$ cat config.mk
export PLATFORM = sky130hd
export DESIGN_NAME = csi_top
export DESIGN_NICKNAME = d
export VERILOG_FILES = /design/src/csi_pkg.sv /design/src/csi_blinker.sv /design/src/csi_top.sv
export SDC_FILE = /design/constraint.sdc
export NUM_CORES = 1
export LEC_CHECK = 0
export ABC_CLOCK_PERIOD_IN_PS = 3000
export BUFFER_PORTS_ARGS = -buffer_cell sky130_fd_sc_hd__buf_2
export CAP_MARGIN = 20
export CORE_ASPECT_RATIO = 1.25
export CORE_MARGIN = 1.5
export CORE_UTILIZATION = 45
export DETAILED_ROUTE_END_ITERATION = 8
export SETUP_SLACK_MARGIN = 0.05
export SKIP_CTS_REPAIR_TIMING = 1
export SYNTH_ARGS = -nofsm -noshare
export SYNTH_HDL_FRONTEND = slang
export SYNTH_SLANG_ARGS = --single-unit
$ cat constraint.sdc
create_clock -name mclk_in -period 3 [get_ports mclk_in]
set_input_delay 0.6 -clock mclk_in [delete_from_list [all_inputs] [get_ports mclk_in]]
set_output_delay 0.6 -clock mclk_in [all_outputs]
set_load 0.05 [all_outputs]
$ cat src/csi_pkg.sv
/*
 * Shared constants for the contactor status indicator: lamp colour
 * encodings, blink timing, command timing and the register map.
 * Assumes a 250 MHz system clock; all counts derive from it.
 */
package csi_pkg;

	// ****************************************************************
	// Clock and timing
	// ****************************************************************
	localparam int CLK_MHZ = 250;
	localparam int RELAY_HOLD_MS = 200;
	localparam int SHORT_CLOSE_MS = 500;
	localparam int REARM_BASE_MS = 60;
	localparam int RESTART_S = 6;
	localparam int FLASH_ON_MS = 250;
	localparam int FLASH_OFF_MS = 250;
	localparam int CODE_PAUSE_MS = 1000;
	localparam int DROPOUT_MS = 130;
	localparam int PICKUP_MS = 100;
	localparam int LONG_DROP_MS = 300;
	localparam int MS_CYCLES = CLK_MHZ * 1000;
	localparam int RELAY_HOLD_CYC = RELAY_HOLD_MS * MS_CYCLES;
	localparam int SHORT_CLOSE_CYC = SHORT_CLOSE_MS * MS_CYCLES;
	localparam int REARM_CYC = (REARM_BASE_MS + DROPOUT_MS) * MS_CYCLES;
	localparam int RESTART_CYC = RESTART_S * 1000 * MS_CYCLES;
	localparam int FLASH_ON_CYC = FLASH_ON_MS * MS_CYCLES;
	localparam int FLASH_OFF_CYC = FLASH_OFF_MS * MS_CYCLES;
	localparam int CODE_PAUSE_CYC = CODE_PAUSE_MS * MS_CYCLES;
	localparam int PICKUP_CYC = PICKUP_MS * MS_CYCLES;
	localparam int LONG_DROP_CYC = LONG_DROP_MS * MS_CYCLES;

	// ****************************************************************
	// Lamp colours
	// ****************************************************************
	typedef enum logic [1:0] {
		CSI_OFF = 2'h0,
		CSI_GREEN = 2'h1,
		CSI_YELLOW = 2'h2,
		CSI_RED = 2'h3
	} csi_colour_t;

	// ****************************************************************
	// Register map and fields
	// ****************************************************************
	localparam logic [3:0] REG_CTRL = 4'h0;
	localparam logic [3:0] REG_STATUS = 4'h4;
	localparam logic [3:0] REG_CFG = 4'h8;
	localparam int CTRL_LATCH_BIT = 0;
	localparam int CFG_WIDTH = 12;
	localparam logic [CFG_WIDTH-1:0] CFG_RESET = 12'h0_00;
	localparam logic [1:0] FLASH_NONE = 2'h0;

endpackage

$ cat src/csi_blinker.sv
/*
 * Blink code generator: emits N red flashes then a pause, repeating.
 * Assumes code changes only between sequences do not matter; a new
 * code restarts the sequence at once.
 */
`timescale 1ns/100ps
`default_nettype none

module csi_blinker #(
	parameter int ON_CYC = csi_pkg::FLASH_ON_CYC,
	parameter int OFF_CYC = csi_pkg::FLASH_OFF_CYC,
	parameter int PAUSE_CYC = csi_pkg::CODE_PAUSE_CYC
) (
	input wire logic mclk_in,
	input wire logic rstn_in,
	input wire logic [1:0] code_in,
	output logic lit_out
);

	logic [31:0] timer;
	logic [1:0] count;
	logic lit;
	logic [1:0] last_code;

	// Flash sequencer; a code change restarts so counts never mix
	always_ff @(posedge mclk_in) begin
		if (!rstn_in || code_in != last_code || code_in == 2'h0) begin
			timer <= 32'h0000_0000;
			count <= 2'h0;
			lit <= 1'b0;
		end else if (lit) begin
			if (timer >= 32'(ON_CYC - 1)) begin
				timer <= 32'h0000_0000;
				lit <= 1'b0;
				count <= count + 2'h1;
			end else begin
				timer <= timer + 32'h0000_0001;
			end
		end else if (count == code_in) begin
			if (timer >= 32'(PAUSE_CYC - 1)) begin
				timer <= 32'h0000_0000;
				count <= 2'h0;
				lit <= 1'b1;
			end else begin
				timer <= timer + 32'h0000_0001;
			end
		end else if (timer >= 32'(OFF_CYC - 1) || count == 2'h0) begin
			timer <= 32'h0000_0000;
			lit <= 1'b1;
		end else begin
			timer <= timer + 32'h0000_0001;
		end
	end

	// Code history for restart detection
	always_ff @(posedge mclk_in) begin
		if (!rstn_in) begin
			last_code <= 2'h0;
		end else begin
			last_code <= code_in;
		end
	end

	assign lit_out = lit;

endmodule

`default_nettype wire

$ cat src/csi_top.sv
/*
 * Contactor status indicator: module lamp and relay, contactor lamp
 * and relay, fault latching, warnings, restart delay and blink codes.
 * Assumes rstn_in is the power-up reset; commands, feedback and
 * supply flags are asynchronous pins, synchronised here.
 */
//
// Behaviour
// - Contactor lamp yellow from close until open
// - Contactor relay closed when closed or 200ms
// - Faults latch until power cycled
// - Close shorter than 500ms faults, red
// - Latched contactor stays closed, lamp yellow
// - Healthy open: green closed, off open
// - Healthy closed: green closed, yellow closed
// - Commands at power-up are invalid command
// - Latch trip failure: yellow open, yellow closed
// - Power-up closed: flash 2, yellow closed
// - Pickup failure: contactor flash 1
// - Drop-out during hold: contactor flash 2
// - Slow drop-out: contactor flash 3
// - Invalid config: module flash 1
// - Undervoltage with close: solid red
// - Blink codes: N flashes then pause
// - Warnings clear when command removed
// - Held contactor reclose ignored until restart timer expires
// - Latched close with trip is invalid
// - Held contactor close commands accepted at most every 6s
// - Close and jog act on rising edge only; trip acts on level
// - Switches sampled only at power-up
`timescale 1ns/100ps
`default_nettype none

module csi_top #(
	parameter int RELAY_HOLD_CYC = csi_pkg::RELAY_HOLD_CYC,
	parameter int SHORT_CLOSE_CYC = csi_pkg::SHORT_CLOSE_CYC,
	parameter int REARM_CYC = csi_pkg::REARM_CYC,
	parameter int RESTART_CYC = csi_pkg::RESTART_CYC,
	parameter int PICKUP_CYC = csi_pkg::PICKUP_CYC,
	parameter int LONG_DROP_CYC = csi_pkg::LONG_DROP_CYC,
	parameter int FLASH_ON_CYC = csi_pkg::FLASH_ON_CYC,
	parameter int FLASH_OFF_CYC = csi_pkg::FLASH_OFF_CYC,
	parameter int CODE_PAUSE_CYC = csi_pkg::CODE_PAUSE_CYC
) (
	input wire logic mclk_in,
	input wire logic rstn_in,
	input wire logic close_cmd_in,
	input wire logic jog_cmd_in,
	input wire logic trip_cmd_in,
	input wire logic contactor_closed_in,
	input wire logic undervoltage_in,
	input wire logic [11:0] cfg_switch_in,
	input wire logic [3:0] addr_in,
	input wire logic [31:0] wdata_in,
	input wire logic wr_in,
	input wire logic rd_in,
	output logic [31:0] rdata_out,
	output logic [1:0] module_lamp_out,
	output logic module_relay_out,
	output logic [1:0] contactor_lamp_out,
	output logic contactor_relay_out,
	output logic coil_cmd_out
);

	// ****************************************************************
	// Pin synchronisers
	// ****************************************************************
	logic [16:0] sync1;
	logic [16:0] sync2;
	logic close_s;
	logic jog_s;
	logic trip_s;
	logic fb_closed;
	logic uv;

	// Two stages; only sync2 is read downstream
	always_ff @(posedge mclk_in) begin
		if (!rstn_in) begin
			sync1 <= 17'h0_0000;
			sync2 <= 17'h0_0000;
		end else begin
			sync1 <= {cfg_switch_in, undervoltage_in, contactor_closed_in,
				trip_cmd_in, jog_cmd_in, close_cmd_in};
			sync2 <= sync1;
		end
	end
	assign close_s = sync2[0];
	assign jog_s = sync2[1];
	assign trip_s = sync2[2];
	assign fb_closed = sync2[3];
	assign uv = sync2[4];

	// ****************************************************************
	// Power-up sampling and configuration
	// ****************************************************************
	logic [1:0] boot;
	logic [11:0] cfg;
	logic cfg_bad;
	logic mech_latch;
	logic latch_ctrl;
	logic boot_done;

	// Switches caught once after release; later changes ignored
	always_ff @(posedge mclk_in) begin
		if (!rstn_in) begin
			boot <= 2'h0;
			cfg <= csi_pkg::CFG_RESET;
		end else if (boot != 2'h3) begin
			boot <= boot + 2'h1;
			if (boot == 2'h2) begin
				cfg <= sync2[16:5];
			end
		end
	end
	assign boot_done = (boot == 2'h3);
	// Reserved switch pattern stands for an unusable setup
	assign cfg_bad = (cfg[8:7] == 2'h3);
	assign mech_latch = latch_ctrl | (cfg[8:7] == 2'h2);

	// ****************************************************************
	// Command edges
	// ****************************************************************
	logic close_d;
	logic jog_d;
	logic close_rise;
	logic close_fall;
	logic jog_rise;

	always_ff @(posedge mclk_in) begin
		if (!rstn_in) begin
			close_d <= 1'b0;
			jog_d <= 1'b0;
		end else begin
			close_d <= close_s;
			jog_d <= jog_s;
		end
	end
	// Idle-level reset: no false fall; a held level rises before boot ends
	assign close_rise = close_s & ~close_d;
	assign close_fall = ~close_s & close_d;
	assign jog_rise = jog_s & ~jog_d;

	// ****************************************************************
	// Warnings
	// ****************************************************************
	logic warn_boot;
	logic warn_early;
	logic warn_combo;
	logic warn_trip_fail;
	logic [31:0] rearm_cnt;
	logic [31:0] trip_cnt;
	logic warn_any;

	// Commands present as power comes up; clear on removal
	always_ff @(posedge mclk_in) begin
		if (!rstn_in) begin
			warn_boot <= 1'b0;
		end else if (boot == 2'h2 && (close_s | jog_s | trip_s)) begin
			warn_boot <= 1'b1;
		end else if (!(close_s | jog_s | trip_s)) begin
			warn_boot <= 1'b0;
		end
	end

	// Reclose inside the rearm window; host owes the wait
	always_ff @(posedge mclk_in) begin
		if (!rstn_in) begin
			warn_early <= 1'b0;
		end else if ((close_rise | jog_rise) && rearm_cnt != 32'h0000_0000) begin
			warn_early <= 1'b1;
		end else if (!(close_s | jog_s)) begin
			warn_early <= 1'b0;
		end
	end

	// Close and trip together on a latched contactor
	always_ff @(posedge mclk_in) begin
		if (!rstn_in) begin
			warn_combo <= 1'b0;
		end else begin
			warn_combo <= mech_latch & close_s & trip_s;
		end
	end

	// Trip asked but latched contactor stays closed
	always_ff @(posedge mclk_in) begin
		if (!rstn_in) begin
			trip_cnt <= 32'h0000_0000;
			warn_trip_fail <= 1'b0;
		end else if (mech_latch && trip_s && fb_closed) begin
			if (trip_cnt >= 32'(LONG_DROP_CYC - 1)) begin
				warn_trip_fail <= 1'b1;
			end else begin
				trip_cnt <= trip_cnt + 32'h0000_0001;
			end
		end else begin
			trip_cnt <= 32'h0000_0000;
			if (!trip_s) begin
				warn_trip_fail <= 1'b0;
			end
		end
	end
	assign warn_any = warn_boot | warn_early | warn_combo;

	// ****************************************************************
	// Coil control and timers
	// ****************************************************************
	logic coil;
	logic jogging;
	logic [31:0] hold_cnt;
	logic [31:0] close_age;
	logic [31:0] restart_cnt;
	logic [31:0] drop_cnt;
	logic fault_any;
	logic start_ok;
	logic picked;

	// Held contactors obey the six second restart delay
	assign start_ok = boot_done & ~fault_any & ~warn_any & ~cfg_bad &
		(mech_latch | restart_cnt == 32'h0000_0000);

	always_ff @(posedge mclk_in) begin
		if (!rstn_in) begin
			coil <= 1'b0;
			jogging <= 1'b0;
		end else if (fault_any || (uv && coil)) begin
			coil <= 1'b0;
			jogging <= 1'b0;
		end else if (close_rise && start_ok && !trip_s) begin
			coil <= 1'b1;
			jogging <= 1'b0;
		end else if (jog_rise && boot_done && !warn_any) begin
			coil <= 1'b1; // Jog bypasses restart delay
			jogging <= 1'b1;
		end else if (jogging && !jog_s) begin
			coil <= 1'b0;
			jogging <= 1'b0;
		end else if (mech_latch && trip_s) begin
			coil <= 1'b0;
		end else if (!mech_latch && !jogging && !close_s) begin
			coil <= 1'b0;
		end
	end
	// Latched contactor keeps its coil state without close held

	// Restart delay from each accepted close
	always_ff @(posedge mclk_in) begin
		if (!rstn_in) begin
			restart_cnt <= 32'h0000_0000;
		end else if (close_rise && start_ok) begin
			restart_cnt <= 32'(RESTART_CYC);
		end else if (restart_cnt != 32'h0000_0000) begin
			restart_cnt <= restart_cnt - 32'h0000_0001;
		end
	end

	// Rearm window after a command is removed
	always_ff @(posedge mclk_in) begin
		if (!rstn_in) begin
			rearm_cnt <= 32'h0000_0000;
		end else if (close_fall || (jog_d && !jog_s)) begin
			rearm_cnt <= 32'(REARM_CYC);
		end else if (rearm_cnt != 32'h0000_0000) begin
			rearm_cnt <= rearm_cnt - 32'h0000_0001;
		end
	end

	// Relay hold after a close command
	always_ff @(posedge mclk_in) begin
		if (!rstn_in) begin
			hold_cnt <= 32'h0000_0000;
		end else if (close_rise && start_ok) begin
			hold_cnt <= 32'(RELAY_HOLD_CYC);
		end else if (hold_cnt != 32'h0000_0000) begin
			hold_cnt <= hold_cnt - 32'h0000_0001;
		end
	end

	// Age of the coil drive and time since it was dropped
	always_ff @(posedge mclk_in) begin
		if (!rstn_in) begin
			close_age <= 32'h0000_0000;
			drop_cnt <= 32'h0000_0000;
			picked <= 1'b0;
		end else begin
			close_age <= coil ? close_age + 32'h0000_0001 : 32'h0000_0000;
			picked <= coil & (picked | fb_closed);
			drop_cnt <= (!coil && fb_closed) ? drop_cnt + 32'h0000_0001 :
				32'h0000_0000;
		end
	end

	// ****************************************************************
	// Latched faults
	// ****************************************************************
	logic f_pwr_closed;
	logic f_pickup;
	logic f_dropout;
	logic f_long_drop;
	logic f_short;
	logic f_uv;

	// Only a power-up reset clears these; no command path
	always_ff @(posedge mclk_in) begin
		if (!rstn_in) begin
			f_pwr_closed <= 1'b0;
			f_pickup <= 1'b0;
			f_dropout <= 1'b0;
			f_long_drop <= 1'b0;
			f_short <= 1'b0;
			f_uv <= 1'b0;
		end else begin
			if (boot == 2'h2 && fb_closed) begin
				f_pwr_closed <= 1'b1;
			end
			// Never closed under this drive is pickup; closed then lost is drop
			if (coil && !picked && !fb_closed &&
				close_age >= 32'(PICKUP_CYC)) begin
				f_pickup <= 1'b1;
			end
			if (coil && !mech_latch && picked && !fb_closed) begin
				f_dropout <= 1'b1;
			end
			if (drop_cnt >= 32'(LONG_DROP_CYC) && !mech_latch) begin
				f_long_drop <= 1'b1;
			end
			if (close_fall && coil && !jogging &&
				close_age < 32'(SHORT_CLOSE_CYC)) begin
				f_short <= 1'b1;
			end
			if (uv && (close_s || coil)) begin
				f_uv <= 1'b1;
			end
		end
	end
	assign fault_any = f_pwr_closed | f_pickup | f_dropout | f_long_drop |
		f_short | f_uv | (boot_done & cfg_bad);

	// ****************************************************************
	// Lamps and relays
	// ****************************************************************
	logic [1:0] mod_code;
	logic [1:0] con_code;
	logic mod_lit;
	logic con_lit;

	assign mod_code = f_pwr_closed ? 2'h2 :
		((boot_done & cfg_bad) ? 2'h1 : csi_pkg::FLASH_NONE);
	assign con_code = f_long_drop ? 2'h3 : f_dropout ? 2'h2 :
		f_pickup ? 2'h1 : csi_pkg::FLASH_NONE;

	csi_blinker #(
		.ON_CYC(FLASH_ON_CYC),
		.OFF_CYC(FLASH_OFF_CYC),
		.PAUSE_CYC(CODE_PAUSE_CYC)
	) u_mod_blink (
		.mclk_in(mclk_in),
		.rstn_in(rstn_in),
		.code_in(mod_code),
		.lit_out(mod_lit)
	);

	csi_blinker #(
		.ON_CYC(FLASH_ON_CYC),
		.OFF_CYC(FLASH_OFF_CYC),
		.PAUSE_CYC(CODE_PAUSE_CYC)
	) u_con_blink (
		.mclk_in(mclk_in),
		.rstn_in(rstn_in),
		.code_in(con_code),
		.lit_out(con_lit)
	);

	// Outputs registered; priority fault, then warning, then healthy
	always_ff @(posedge mclk_in) begin
		if (!rstn_in) begin
			module_lamp_out <= csi_pkg::CSI_OFF;
			module_relay_out <= 1'b0;
			contactor_lamp_out <= csi_pkg::CSI_OFF;
			contactor_relay_out <= 1'b0;
		end else if (mod_code != csi_pkg::FLASH_NONE) begin
			module_lamp_out <= mod_lit ? csi_pkg::CSI_RED : csi_pkg::CSI_OFF;
			module_relay_out <= 1'b0;
			contactor_lamp_out <= f_pwr_closed ? csi_pkg::CSI_YELLOW :
				csi_pkg::CSI_OFF;
			contactor_relay_out <= f_pwr_closed;
		end else if (con_code != csi_pkg::FLASH_NONE) begin
			module_lamp_out <= csi_pkg::CSI_GREEN;
			module_relay_out <= 1'b0;
			contactor_lamp_out <= con_lit ? csi_pkg::CSI_RED : csi_pkg::CSI_OFF;
			contactor_relay_out <= 1'b0;
		end else if (f_uv || f_short) begin
			module_lamp_out <= csi_pkg::CSI_RED;
			module_relay_out <= 1'b0;
			contactor_lamp_out <= csi_pkg::CSI_OFF;
			contactor_relay_out <= 1'b0;
		end else if (warn_trip_fail) begin
			module_lamp_out <= csi_pkg::CSI_YELLOW;
			module_relay_out <= 1'b0;
			contactor_lamp_out <= csi_pkg::CSI_YELLOW;
			contactor_relay_out <= 1'b1;
		end else if (warn_any) begin
			module_lamp_out <= csi_pkg::CSI_YELLOW;
			module_relay_out <= 1'b1;
			contactor_lamp_out <= csi_pkg::CSI_OFF;
			contactor_relay_out <= 1'b0;
		end else begin
			module_lamp_out <= boot_done ? csi_pkg::CSI_GREEN :
				csi_pkg::CSI_OFF;
			module_relay_out <= boot_done;
			contactor_lamp_out <= (coil && fb_closed) ? csi_pkg::CSI_YELLOW :
				csi_pkg::CSI_OFF;
			contactor_relay_out <= fb_closed ||
				hold_cnt != 32'h0000_0000;
		end
	end
	assign coil_cmd_out = coil;

	// ****************************************************************
	// Register port
	// ****************************************************************
	// Control: bit 0 forces latched-contactor handling
	always_ff @(posedge mclk_in) begin
		if (!rstn_in) begin
			latch_ctrl <= 1'b0;
		end else if (wr_in && addr_in == csi_pkg::REG_CTRL) begin
			latch_ctrl <= wdata_in[csi_pkg::CTRL_LATCH_BIT];
		end
	end

	// Read data valid the cycle after the strobe; zero otherwise
	always_ff @(posedge mclk_in) begin
		if (!rstn_in) begin
			rdata_out <= 32'h0000_0000;
		end else if (rd_in) begin
			case (addr_in)
				csi_pkg::REG_CTRL: rdata_out <= {31'h0000_0000, latch_ctrl};
				csi_pkg::REG_STATUS: rdata_out <= {20'h0_0000, warn_trip_fail,
					warn_combo, warn_early, warn_boot, f_uv, f_short,
					f_long_drop, f_dropout, f_pickup, f_pwr_closed,
					fb_closed, coil};
				csi_pkg::REG_CFG: rdata_out <= {20'h0_0000, cfg};
				default: rdata_out <= 32'h0000_0000;
			endcase
		end else begin
			rdata_out <= 32'h0000_0000;
		end
	end

endmodule

`default_nettype wire

==> results.md, run 1 <==
* dfxtp_1, nor2_1, nand2_1 — commonest cells after routing, fill and taps aside
* simple AND/OR/NAND/NOR gates — dominant delay contributor by cell family on the critical path
* 0 — Syn. warnings
* flop — Critical Path Source Type
* 29.9% — max-slew headroom at the worst pin
* 1854 — Syn Inst Count
* 5.69 — via/cell ratio
* 35400 um2 — Core ar.
* 62.2 mm — global-route wire length before repair
* 24.4 mm — post-detailed-placement half-perimeter wirelength
* 20.0% — total global routing track utilization
* 0 — max-capacitance violation count
* 0 — final routed DRC violation total
* 0 — # diodes
* 0 — total overflow reported by the global router
* 0.305 ns — post-route worst setup slack
* 37000 um2 — DIE AREA
* 12900 — vias in the first global route
* or4_1 — critical path's slowest cell
* 10.0% — fraction of layout cells with a size suffix above 1
* 6 — worst reg2reg path depth
* 8620 um2 — footprint of the multi-input gates
* 0.259 ns — minimum hold slack
* input pin to flop — Worst Hold Class
* 0 — count of flip-flops with a built-in enable after synthesis
* dfxtp_1 — ys flop type
* 1 — crit path buf inv count
* 38 — total CTS buffers
* u_mod_blink.timer[29] — worst setup path startpoint
* 3 — Max Buffers Root-to-Sink
* 2 — H-tree depth
* 43.2% — sequential fraction of the synthesis area
* 41 — maximum number of pins on one net before global-route repair
* 5 — drt first pass iters
* false — setup repair after global routing missed its margin
* 0.00637 uW — total leakage power
* dfxtp_1 — most common cell after layout, fill and taps aside
* 3.14 ns — arrival time reported for the critical path endpoint
* 45.6% — Starting Density
* 0.58 ns — largest incremental delay on the critical path
* 0 — # setup viols final
* 0.31 ns — Worst R2R Setup Slack
* 13.5% — Synth-to-Final Area Change
* 0.350 ns — placement-stage worst setup slack
* 89.8% — share of the cycle needed by the critical path after routing
* 2.69 ns — final critical-path required period
* 0 — Final Hold Vio Count
* 564 uV — maximum VDD drop
* 28 — highest fanout seen on the critical path
* 348 — number of sinks handled by clock tree synthesis
* 6970 um2 — register area
* 215 um — die height
* 0 — antenna viol nets, final
* built — CTS tree
* 348 — #FFs+latches synth
* u_mod_blink.timer[3] — end of the critical path
* 70 — Synth cell types
* 1.05 ns — transition time at the pin with the least slew margin
* u_mod_blink.timer[3] — capture point of the worst reg-to-reg path
* 77 — Row Count
* finished clean — run status
* or4_1 — cell seen most often among critical-path stages
* 0.06 ns — clock transition time at the flip-flop clock pins of the worst setup and hold paths
* 0% — async set-reset flop share out of synthesis
* 15.2 um — average wire length per cell after detail routing
* 1972 — net total in the final layout
* u_mod_blink.timer[29] — beginning of the worst register-to-register path
* 44 — number of input and output port buffers inserted
* 8.70 um2 — Post-Syn Area per Cell
* 0.832 — gpl congestion
* 371 MHz — maximum clock frequency
* 0 — antenna violations before repair
* flop — endpoint kind of the worst setup timing path
* 36.5 mm — total routed wirelength
* or4_1 -> or4_1 -> a311oi_2 -> o22ai_2 -> buf_4 -> a211oi_1 — worst path cell trace
* 853 nW/um2 — Cell Pwr Density
* 13700 — total number of vias
* 3387 — Filler Cell Count
* 96 — number of primary I/O pins
* 16100 um2 — cell area after synthesis
* 172 um — width of the die
* 795 — count of routing violations after the opening detailed-route iteration
* 6 — cell count along the critical path
* 0.0174 ns — final worst clock skew
* 0.54 ns — clock latency reported for the late side of the worst-skew pair
* 0 ns — Total Neg Setup Slack
* 0 — max-slew violation total from the final report
* clkbuf_16 — cell at the root of the clock tree
* 3.44 ns — worst path required time
* flop to flop — category of the most critical setup path
* 51.8% — utilization of the core after routing
metrics by stage:
stage / instance area [um2] / instances / total power (uW)
4_1_cts: 18300 / 2402 / 15700
3_3_place_gp: 17000 / 2333 / 10600
5_1_grt: 18300 / 2402 / 16600
6_report: 18300 / 2402 / 15600
2_1_floorplan: 16200 / 1881 / 9380
3_5_place_dp: 17000 / 2333 / 10700
worst reg2reg max path: stages (launching register included):
cell      delay [ns]
dfxtp_1         0.29
or4_1           0.57
or4_1           0.58
a311oi_2        0.51
o22ai_2         0.13
buf_4           0.25
a211oi_1        0.28
Yosys cell counts, types with 6 or more instances:
| library cell | number | share of area (%) |
|---|---|---|
| inv_1 | 40 | 0.93 |
| nand3_1 | 79 | 2.5 |
| o31a_1 | 8 | 0.43 |
| a31oi_1 | 35 | 1.4 |
| o41ai_1 | 16 | 0.87 |
| or3_1 | 61 | 2.4 |
| a211oi_1 | 62 | 2.9 |
| mux2i_1 | 17 | 1.1 |
| o21ai_0 | 60 | 1.9 |
| xnor2_1 | 51 | 2.8 |
| or2_2 | 15 | 0.58 |
| and3_1 | 29 | 1.1 |
| clkbuf_1 | 86 | 2.0 |
| nand3b_1 | 14 | 0.65 |
| a2111oi_0 | 6 | 0.33 |
| and2_1 | 56 | 2.2 |
| nor2b_1 | 6 | 0.23 |
| nand2b_1 | 18 | 0.70 |
| or4_1 | 67 | 3.1 |
| a21oi_1 | 88 | 2.7 |
| o31ai_1 | 41 | 1.9 |
| buf_4 | 20 | 0.93 |
| nand4_1 | 51 | 2.0 |
| nor2_1 | 157 | 3.7 |
| o211ai_1 | 20 | 0.93 |
| and4_1 | 19 | 1.0 |
| nand4b_1 | 8 | 0.43 |
| nor4_1 | 44 | 1.7 |
| nand2_1 | 98 | 2.3 |
| nor3_1 | 59 | 1.8 |
| xor2_1 | 67 | 3.6 |
| buf_1 | 9 | 0.21 |
| ha_1 | 16 | 1.2 |
| dfxtp_1 | 348 | 43 |
| a22oi_1 | 13 | 0.61 |
layout make-up:
cell class / count / share of cell area [%]
flip-flops and latches: 348 / 38.1
well taps: 474 / 3.24
clock inverters: 15 / 1.33
multi-input cells: 1373 / 47.1
repair buffers: 98 / 3.49
clock buffers: 54 / 5.96
inverters: 40 / 0.820
cells by family (layout without fill, tap and decap cells):
kind of cell,after synthesis,after routing,share of synthesized area [%]
simple gates,802,802,27.6
compound gates,390,390,16.1
mux,19,19,1.19
fa+ha+maj,16,16,1.24
other cells,1,28,0.0232
flops,348,348,43.2
buf+inv,160,207,4.27
xor+xnor,118,118,6.41
power by group:
group,total (uW),internal [uW],leakage (uW),switching (uW)
logic,4880,1970,0.00289,2920
clock network,4970,3060,0.000659,1910
registers,5750,5210,0.00283,543
metal layers:
metal | wire length [um] | track usage, % | part of all wire, %
met1 | 16900 | 26.3 | 46
met2 | 17400 | 33.8 | 48
met3 | 1470 | 3.12 | 4.0
met4 | 762 | 5.65 | 2.1
met5 | 0 | 0 | 0
state kept, by name, indices dropped and copies added (netlist names), 17 cells and up:
register	flops
restart_cnt	32
rearm_cnt	32
sync1	17
hold_cnt	32
u_con_blink.timer	32
trip_cnt	32
u_mod_blink.timer	32
sync2	17
close_age	32
drop_cnt	32
how the worst min path moves through the flow:
| stage | start | to | slack (ns) | cells after the start |
|---|---|---|---|---|
| after floorplan | sync1[0] | sync2[0] | 0.41 | 1 |
| after global placement | sync1[10] | sync2[10] | 0.42 | 1 |
| after detailed placement | sync1[9] | sync2[9] | 0.42 | 1 |
| after CTS | contactor_closed_in | sync1[3] | 0.23 | 2 |
| after global routing | trip_cmd_in | sync1[2] | 0.25 | 2 |
| final | contactor_closed_in | sync1[3] | 0.26 | 2 |
Power figures use the tool's default switching activity.
==> inputs of run 2 (changes only) <==
RECOVER_POWER = 50   (was unset)
==> run 2 against run 1 <==
Effect of this change: first-iteration DRC count is 3.8% higher; wire length hardly changed; critical path type unchanged; clock-buffer cell count stayed put; non-clock buffer count stayed put.
==> results.md, run 2 (same netlist as run 1, synthesis figures left out) <==
* 35400 um2 — Core ar.
* 10200 uW — internal power
* 0.00624 uW — total leakage power
* 215 um — die height
* 96 — number of primary I/O pins
* 18200 um2 — cell area after layout
* 77 — Row Count
* 0 ns — Total Neg Setup Slack
* input pin to flop — Worst Hold Class
* 37000 um2 — DIE AREA
* 3.13 ns — arrival time reported for the critical path endpoint
* 372 MHz — maximum clock frequency
* 0 — final routed DRC violation total
* 0 — total overflow reported by the global router
* 0.350 ns — placement-stage worst setup slack
* flop — Critical Path Source Type
* 45.6% — Starting Density
* 825 — count of routing violations after the opening detailed-route iteration
* 2333 — # placed instances
* 2402 — final instance count without filler cells
* 3.44 ns — worst path required time
* 6 — worst reg2reg path depth
* 38 — total CTS buffers
* 44 — number of input and output port buffers inserted
* 24.4 mm — post-detailed-placement half-perimeter wirelength
* 0 — antenna violations before repair
* built — CTS tree
* 0.31 ns — Worst R2R Setup Slack
* 0 — max-capacitance violation count
* 13.1% — Synth-to-Final Area Change
* 17000 um2 — total cell area at the placement stage
* finished clean — run status
* 34.5% — switching share of power
* u_mod_blink.timer[3] — end of the critical path
* 0 — Final Hold Vio Count
* flop — endpoint kind of the worst setup timing path
* 31.3% — Gate power share
* 36.8% — Reg power frac
* 12900 — vias in the first global route
* 348 — number of sinks handled by clock tree synthesis
* 855 nW/um2 — Cell Pwr Density
* 3 — Max Buffers Root-to-Sink
* 0.06 ns — clock transition time at the flip-flop clock pins of the worst setup and hold paths
* flop to flop — category of the most critical setup path
* 5.68 — via/cell ratio
* 36.5 mm — total routed wirelength
* u_mod_blink.timer[3] — capture point of the worst reg-to-reg path
* dfxtp_1 — most common cell after layout, fill and taps aside
* 0 — # setup viols final
* 8.30% — fraction of layout cells with a size suffix above 1
* 20.0% — total global routing track utilization
* false — setup repair after global routing missed its margin
* 41 — maximum number of pins on one net before global-route repair
* 28 — highest fanout seen on the critical path
* 31.9% — Clock power frac
* 0.0166 ns — final worst clock skew
* 89.6% — share of the cycle needed by the critical path after routing
* dfxtp_1, nor2_1, nand2_1 — commonest cells after routing, fill and taps aside
* 0.259 ns — minimum hold slack
* u_mod_blink.timer[29] — worst setup path startpoint
* 10.8% — max-slew headroom at the worst pin
* 13600 — total number of vias
* 567 uV — maximum VDD drop
* 172 um — width of the die
* 4 — drt first pass iters
* 0 — antenna viol nets, final
* 0.311 ns — post-route worst setup slack
* 1972 — net total in the final layout
* 5380 uW — switching power
* 2 — H-tree depth
* 0.832 — gpl congestion
* 2.69 ns — final critical-path required period
* 0 — max-slew violation total from the final report
* 0 — # diodes
* 15.2 um — average wire length per cell after detail routing
* u_mod_blink.timer[29] — beginning of the worst register-to-register path
* 0.54 ns — clock latency reported for the late side of the worst-skew pair
* clkbuf_16 — cell at the root of the clock tree
* 62.2 mm — global-route wire length before repair
* 1.34 ns — transition time at the pin with the least slew margin
run 2: changes by cell type in the layout (fill, tap and decap cells not counted), sizes merged:
cell    before  now
buf         98   68
clkbuf      54   84
run 2: cell type report:
class | instances | area (um2)
clock buffer | 54 | 1090
clock inverter | 15 | 244
fill | 3407 | 17100
inverter | 40 | 150
multi-input combinational | 1373 | 8620
sequential | 348 | 6970
tap | 474 | 593
timing repair buffer | 98 | 577
run 2: per-layer routing:
metal	track usage (%)	part of all wire, %
met3	3.12	4.0
met5	0	0
met2	33.8	47
met4	5.65	2.1
met1	26.3	47
run 2: worst min-delay path by stage:
stage	from	end	slack, ns	cells after the start
after floorplan	sync1[0]	sync2[0]	0.41	1
after global placement	sync1[10]	sync2[10]	0.42	1
after detailed placement	sync1[9]	sync2[9]	0.42	1
after CTS	contactor_closed_in	sync1[3]	0.23	2
after global routing	trip_cmd_in	sync1[2]	0.25	2
final	contactor_closed_in	sync1[3]	0.26	2
run 2: critical path: stages (launching register included):
cell and delay, ns:
dfxtp_1 0.29, or4_1 0.57, or4_1 0.58, a311oi_2 0.50, o22ai_2 0.12, buf_4 0.25, a211oi_1 0.28
run 2: power by group through the flow:
stage               logic (uW)  clock network (uW)  registers (uW)
floorplan                 3650                   0            5720
global placement          4770                   0            5810
detailed placement        4860                   0            5830
CTS                       4900                5100            5740
global route              5490                5290            5850
finish                    4880                4980            5750
run 2: stage by stage:
step           utilization (%)  total power (uW)
3_5_place_dp              48.0             10700
5_1_grt                   51.6             16600
4_1_cts                   51.8             15700
2_1_floorplan                -              9380
6_report                  51.6             15600
3_3_place_gp              48.0             10600
==> inputs of run 3 (changes only) <==
MAX_ROUTING_LAYER = met4   (was unset)
SYNTH_HIERARCHICAL = 1   (was unset)
==> run 3 against run 2 <==
Effect of this change: via count is 1.5% lower; worst hold slack improved by 0.015 ns; clock power up 11%; final cell count is 1.4% lower; largest cell class unchanged; highest routed layer unchanged.
==> results.md, run 3 <==
* 6.81% — max-slew headroom at the worst pin
* 0.00623 uW — total leakage power
* dfxtp_1 — Yosys top cell by area
* 38200 um2 — DIE AREA
* 0% — async set-reset flop share out of synthesis
* 0.00953 ns — final worst clock skew
* 78 — Row Count
* dfxtp_1, nor2_1, nand2_1, nand3_1, xor2_1 — most instantiated cells after synthesis
* 0 — antenna viol nets, final
* 175 um — width of the die
* 78 — Synth cell types
* 0 ns — Total Neg Setup Slack
* 86.3% — share of the cycle needed by the critical path after routing
* finished clean — run status
* built — CTS tree
* 96 — number of primary I/O pins
* input pin to flop — Worst Hold Class
* flop — Critical Path Source Type
* 0 — max-slew violation total from the final report
* 0 — total overflow reported by the global router
* dfxtp_1 — most common cell after layout, fill and taps aside
* 348 — number of sinks handled by clock tree synthesis
* 348 — #FFs+latches synth
* 13400 — total number of vias
* 3 — Max Buffers Root-to-Sink
* 44 — maximum number of pins on one net before global-route repair
* 1845 — Syn Inst Count
* 0 — Final Hold Vio Count
* 15900 uW — Design Power
* 8980 um2 — footprint of the multi-input gates
* 45.7% — Starting Density
* dfxtp_1, xor2_1, xnor2_1 — dominant cells by area after synthesis
* 2 — H-tree depth
* 16600 um2 — cell area after synthesis
* 1.40 ns — transition time at the pin with the least slew margin
* 7 — drt first pass iters
* 12600 — vias in the first global route
* 0 — max-capacitance violation count
* 5.67 — via/cell ratio
* 38 — total CTS buffers
* 11.9% — Synth-to-Final Area Change
* 9.80% — fraction of layout cells with a size suffix above 1
* 6 — Syn. warnings
* 2.96 ns — arrival time reported for the critical path endpoint
* 0 — final routed DRC violation total
* 703 uV — maximum VDD drop
* 2 — worst hold path depth
* 62.2 mm — global-route wire length before repair
* 0 — # setup viols final
* 41.9% — sequential fraction of the synthesis area
* 9.02 um2 — Post-Syn Area per Cell
* 0.805 — gpl congestion
* 856 nW/um2 — Cell Pwr Density
* 3.37 ns — worst path required time
* 36.9 mm — total routed wirelength
* 0.54 ns — clock latency reported for the late side of the worst-skew pair
* 24.7 mm — post-detailed-placement half-perimeter wirelength
* 1 — antenna violations before repair
* 0.06 ns — clock transition time at the flip-flop clock pins of the worst setup and hold paths
* 2.59 ns — final critical-path required period
* 386 MHz — maximum clock frequency
* 772 — count of routing violations after the opening detailed-route iteration
* 3362 — Filler Cell Count
* dfxtp_1, nor2_1, nand2_1 — commonest cells after routing, fill and taps aside
* 218 um — die height
* dfxtp_1 — cell with the most instances after synthesis
* 19.9% — total global routing track utilization
* clkbuf_16 — cell at the root of the clock tree
* 1930 — net total in the final layout
* 44 — number of input and output port buffers inserted
* flop — endpoint kind of the worst setup timing path
* 7 — worst reg2reg path depth
* 6970 um2 — register area
* 15.6 um — average wire length per cell after detail routing
* 41.9% — fraction of post-synthesis cell area in the top cell type by area
* false — setup repair after global routing missed its margin
* dfxtp_1 — ys flop type
* 0 — count of flip-flops with a built-in enable after synthesis
* 43 — highest fanout seen on the critical path
* 36400 um2 — Core ar.
* flop to flop — category of the most critical setup path
run 3: final cells by class:
type / instances / area share [%]
sequential: 348 / 37.4
inverter: 39 / 0.786
multi-input combinational: 1359 / 48.2
clock buffer: 53 / 6.29
antenna: 1 / 0.0134
clock inverter: 17 / 1.85
timing repair buffer: 71 / 2.27
tap: 480 / 3.22
run 3: cell families (layout without fill, tap and decap cells):
kind of cell	count (synthesis)	count (layout)	synth area share, %
AO/OA/AOI/OAI	353	353	15.4
XOR/XNOR	152	152	8.00
adder cells (fa/ha/maj)	16	16	1.20
buffers and inverters	163	180	4.79
flip-flops	348	348	41.9
multiplexers	24	24	1.46
other	3	29	0.0676
AND/OR/NAND/NOR	786	786	27.3
run 3: final timing paths:
check / startpoint / endpoint / slack [ns]
setup / recovery: boot[0] / hold_cnt[30] / 0.41
hold reg to reg: sync1[13] / sync2[13] / 0.44
hold / removal: cfg_switch_in[9] / sync1[14] / 0.27
setup reg to reg: boot[0] / hold_cnt[30] / 0.41
run 3: power by group:
part / total, uW / switching (uW) / internal [uW]
Sequential: 5700 / 541 / 5160
Combinational: 4710 / 2880 / 1830
Clock: 5530 / 1940 / 3590
run 3: per-stage QoR:
| step | hold WS (ns) | instance area [um2] | util, % | setup WS (ns) | instances |
|---|---|---|---|---|---|
| 2_1_floorplan | 0.412 | 16700 | - | 0.757 | 1870 |
| 3_3_place_gp | 0.420 | 17200 | 47.1 | 0.529 | 2297 |
| 3_5_place_dp | 0.423 | 17200 | 47.1 | 0.487 | 2297 |
| 4_1_cts | 0.260 | 18700 | 51.3 | 0.456 | 2367 |
| 5_1_grt | 0.275 | 18600 | 51.2 | 0.139 | 2368 |
| 6_report | 0.274 | 18600 | 51.2 | 0.411 | 2368 |
run 3: metal layers:
layer / share of wire (%) / wire length, um / vias up / GRT usage, %
met5: 0 / 0 / - / -
met4: 1.7 / 638 / 0 / 5.13
met3: 3.6 / 1310 / 44 / 2.88
met2: 46 / 17100 / 199 / 32.1
met1: 48 / 17900 / 6379 / 26.2
li1: - / - / 6804 / -
run 3: critical path, stage by stage (launching register included):
cell	delay [ns]
dfxtp_1	0.38
ha_1	0.30
or4b_2	0.68
a211oi_1	0.30
nor2b_1	0.21
o21a_1	0.21
buf_12	0.23
nor3_1	0.08
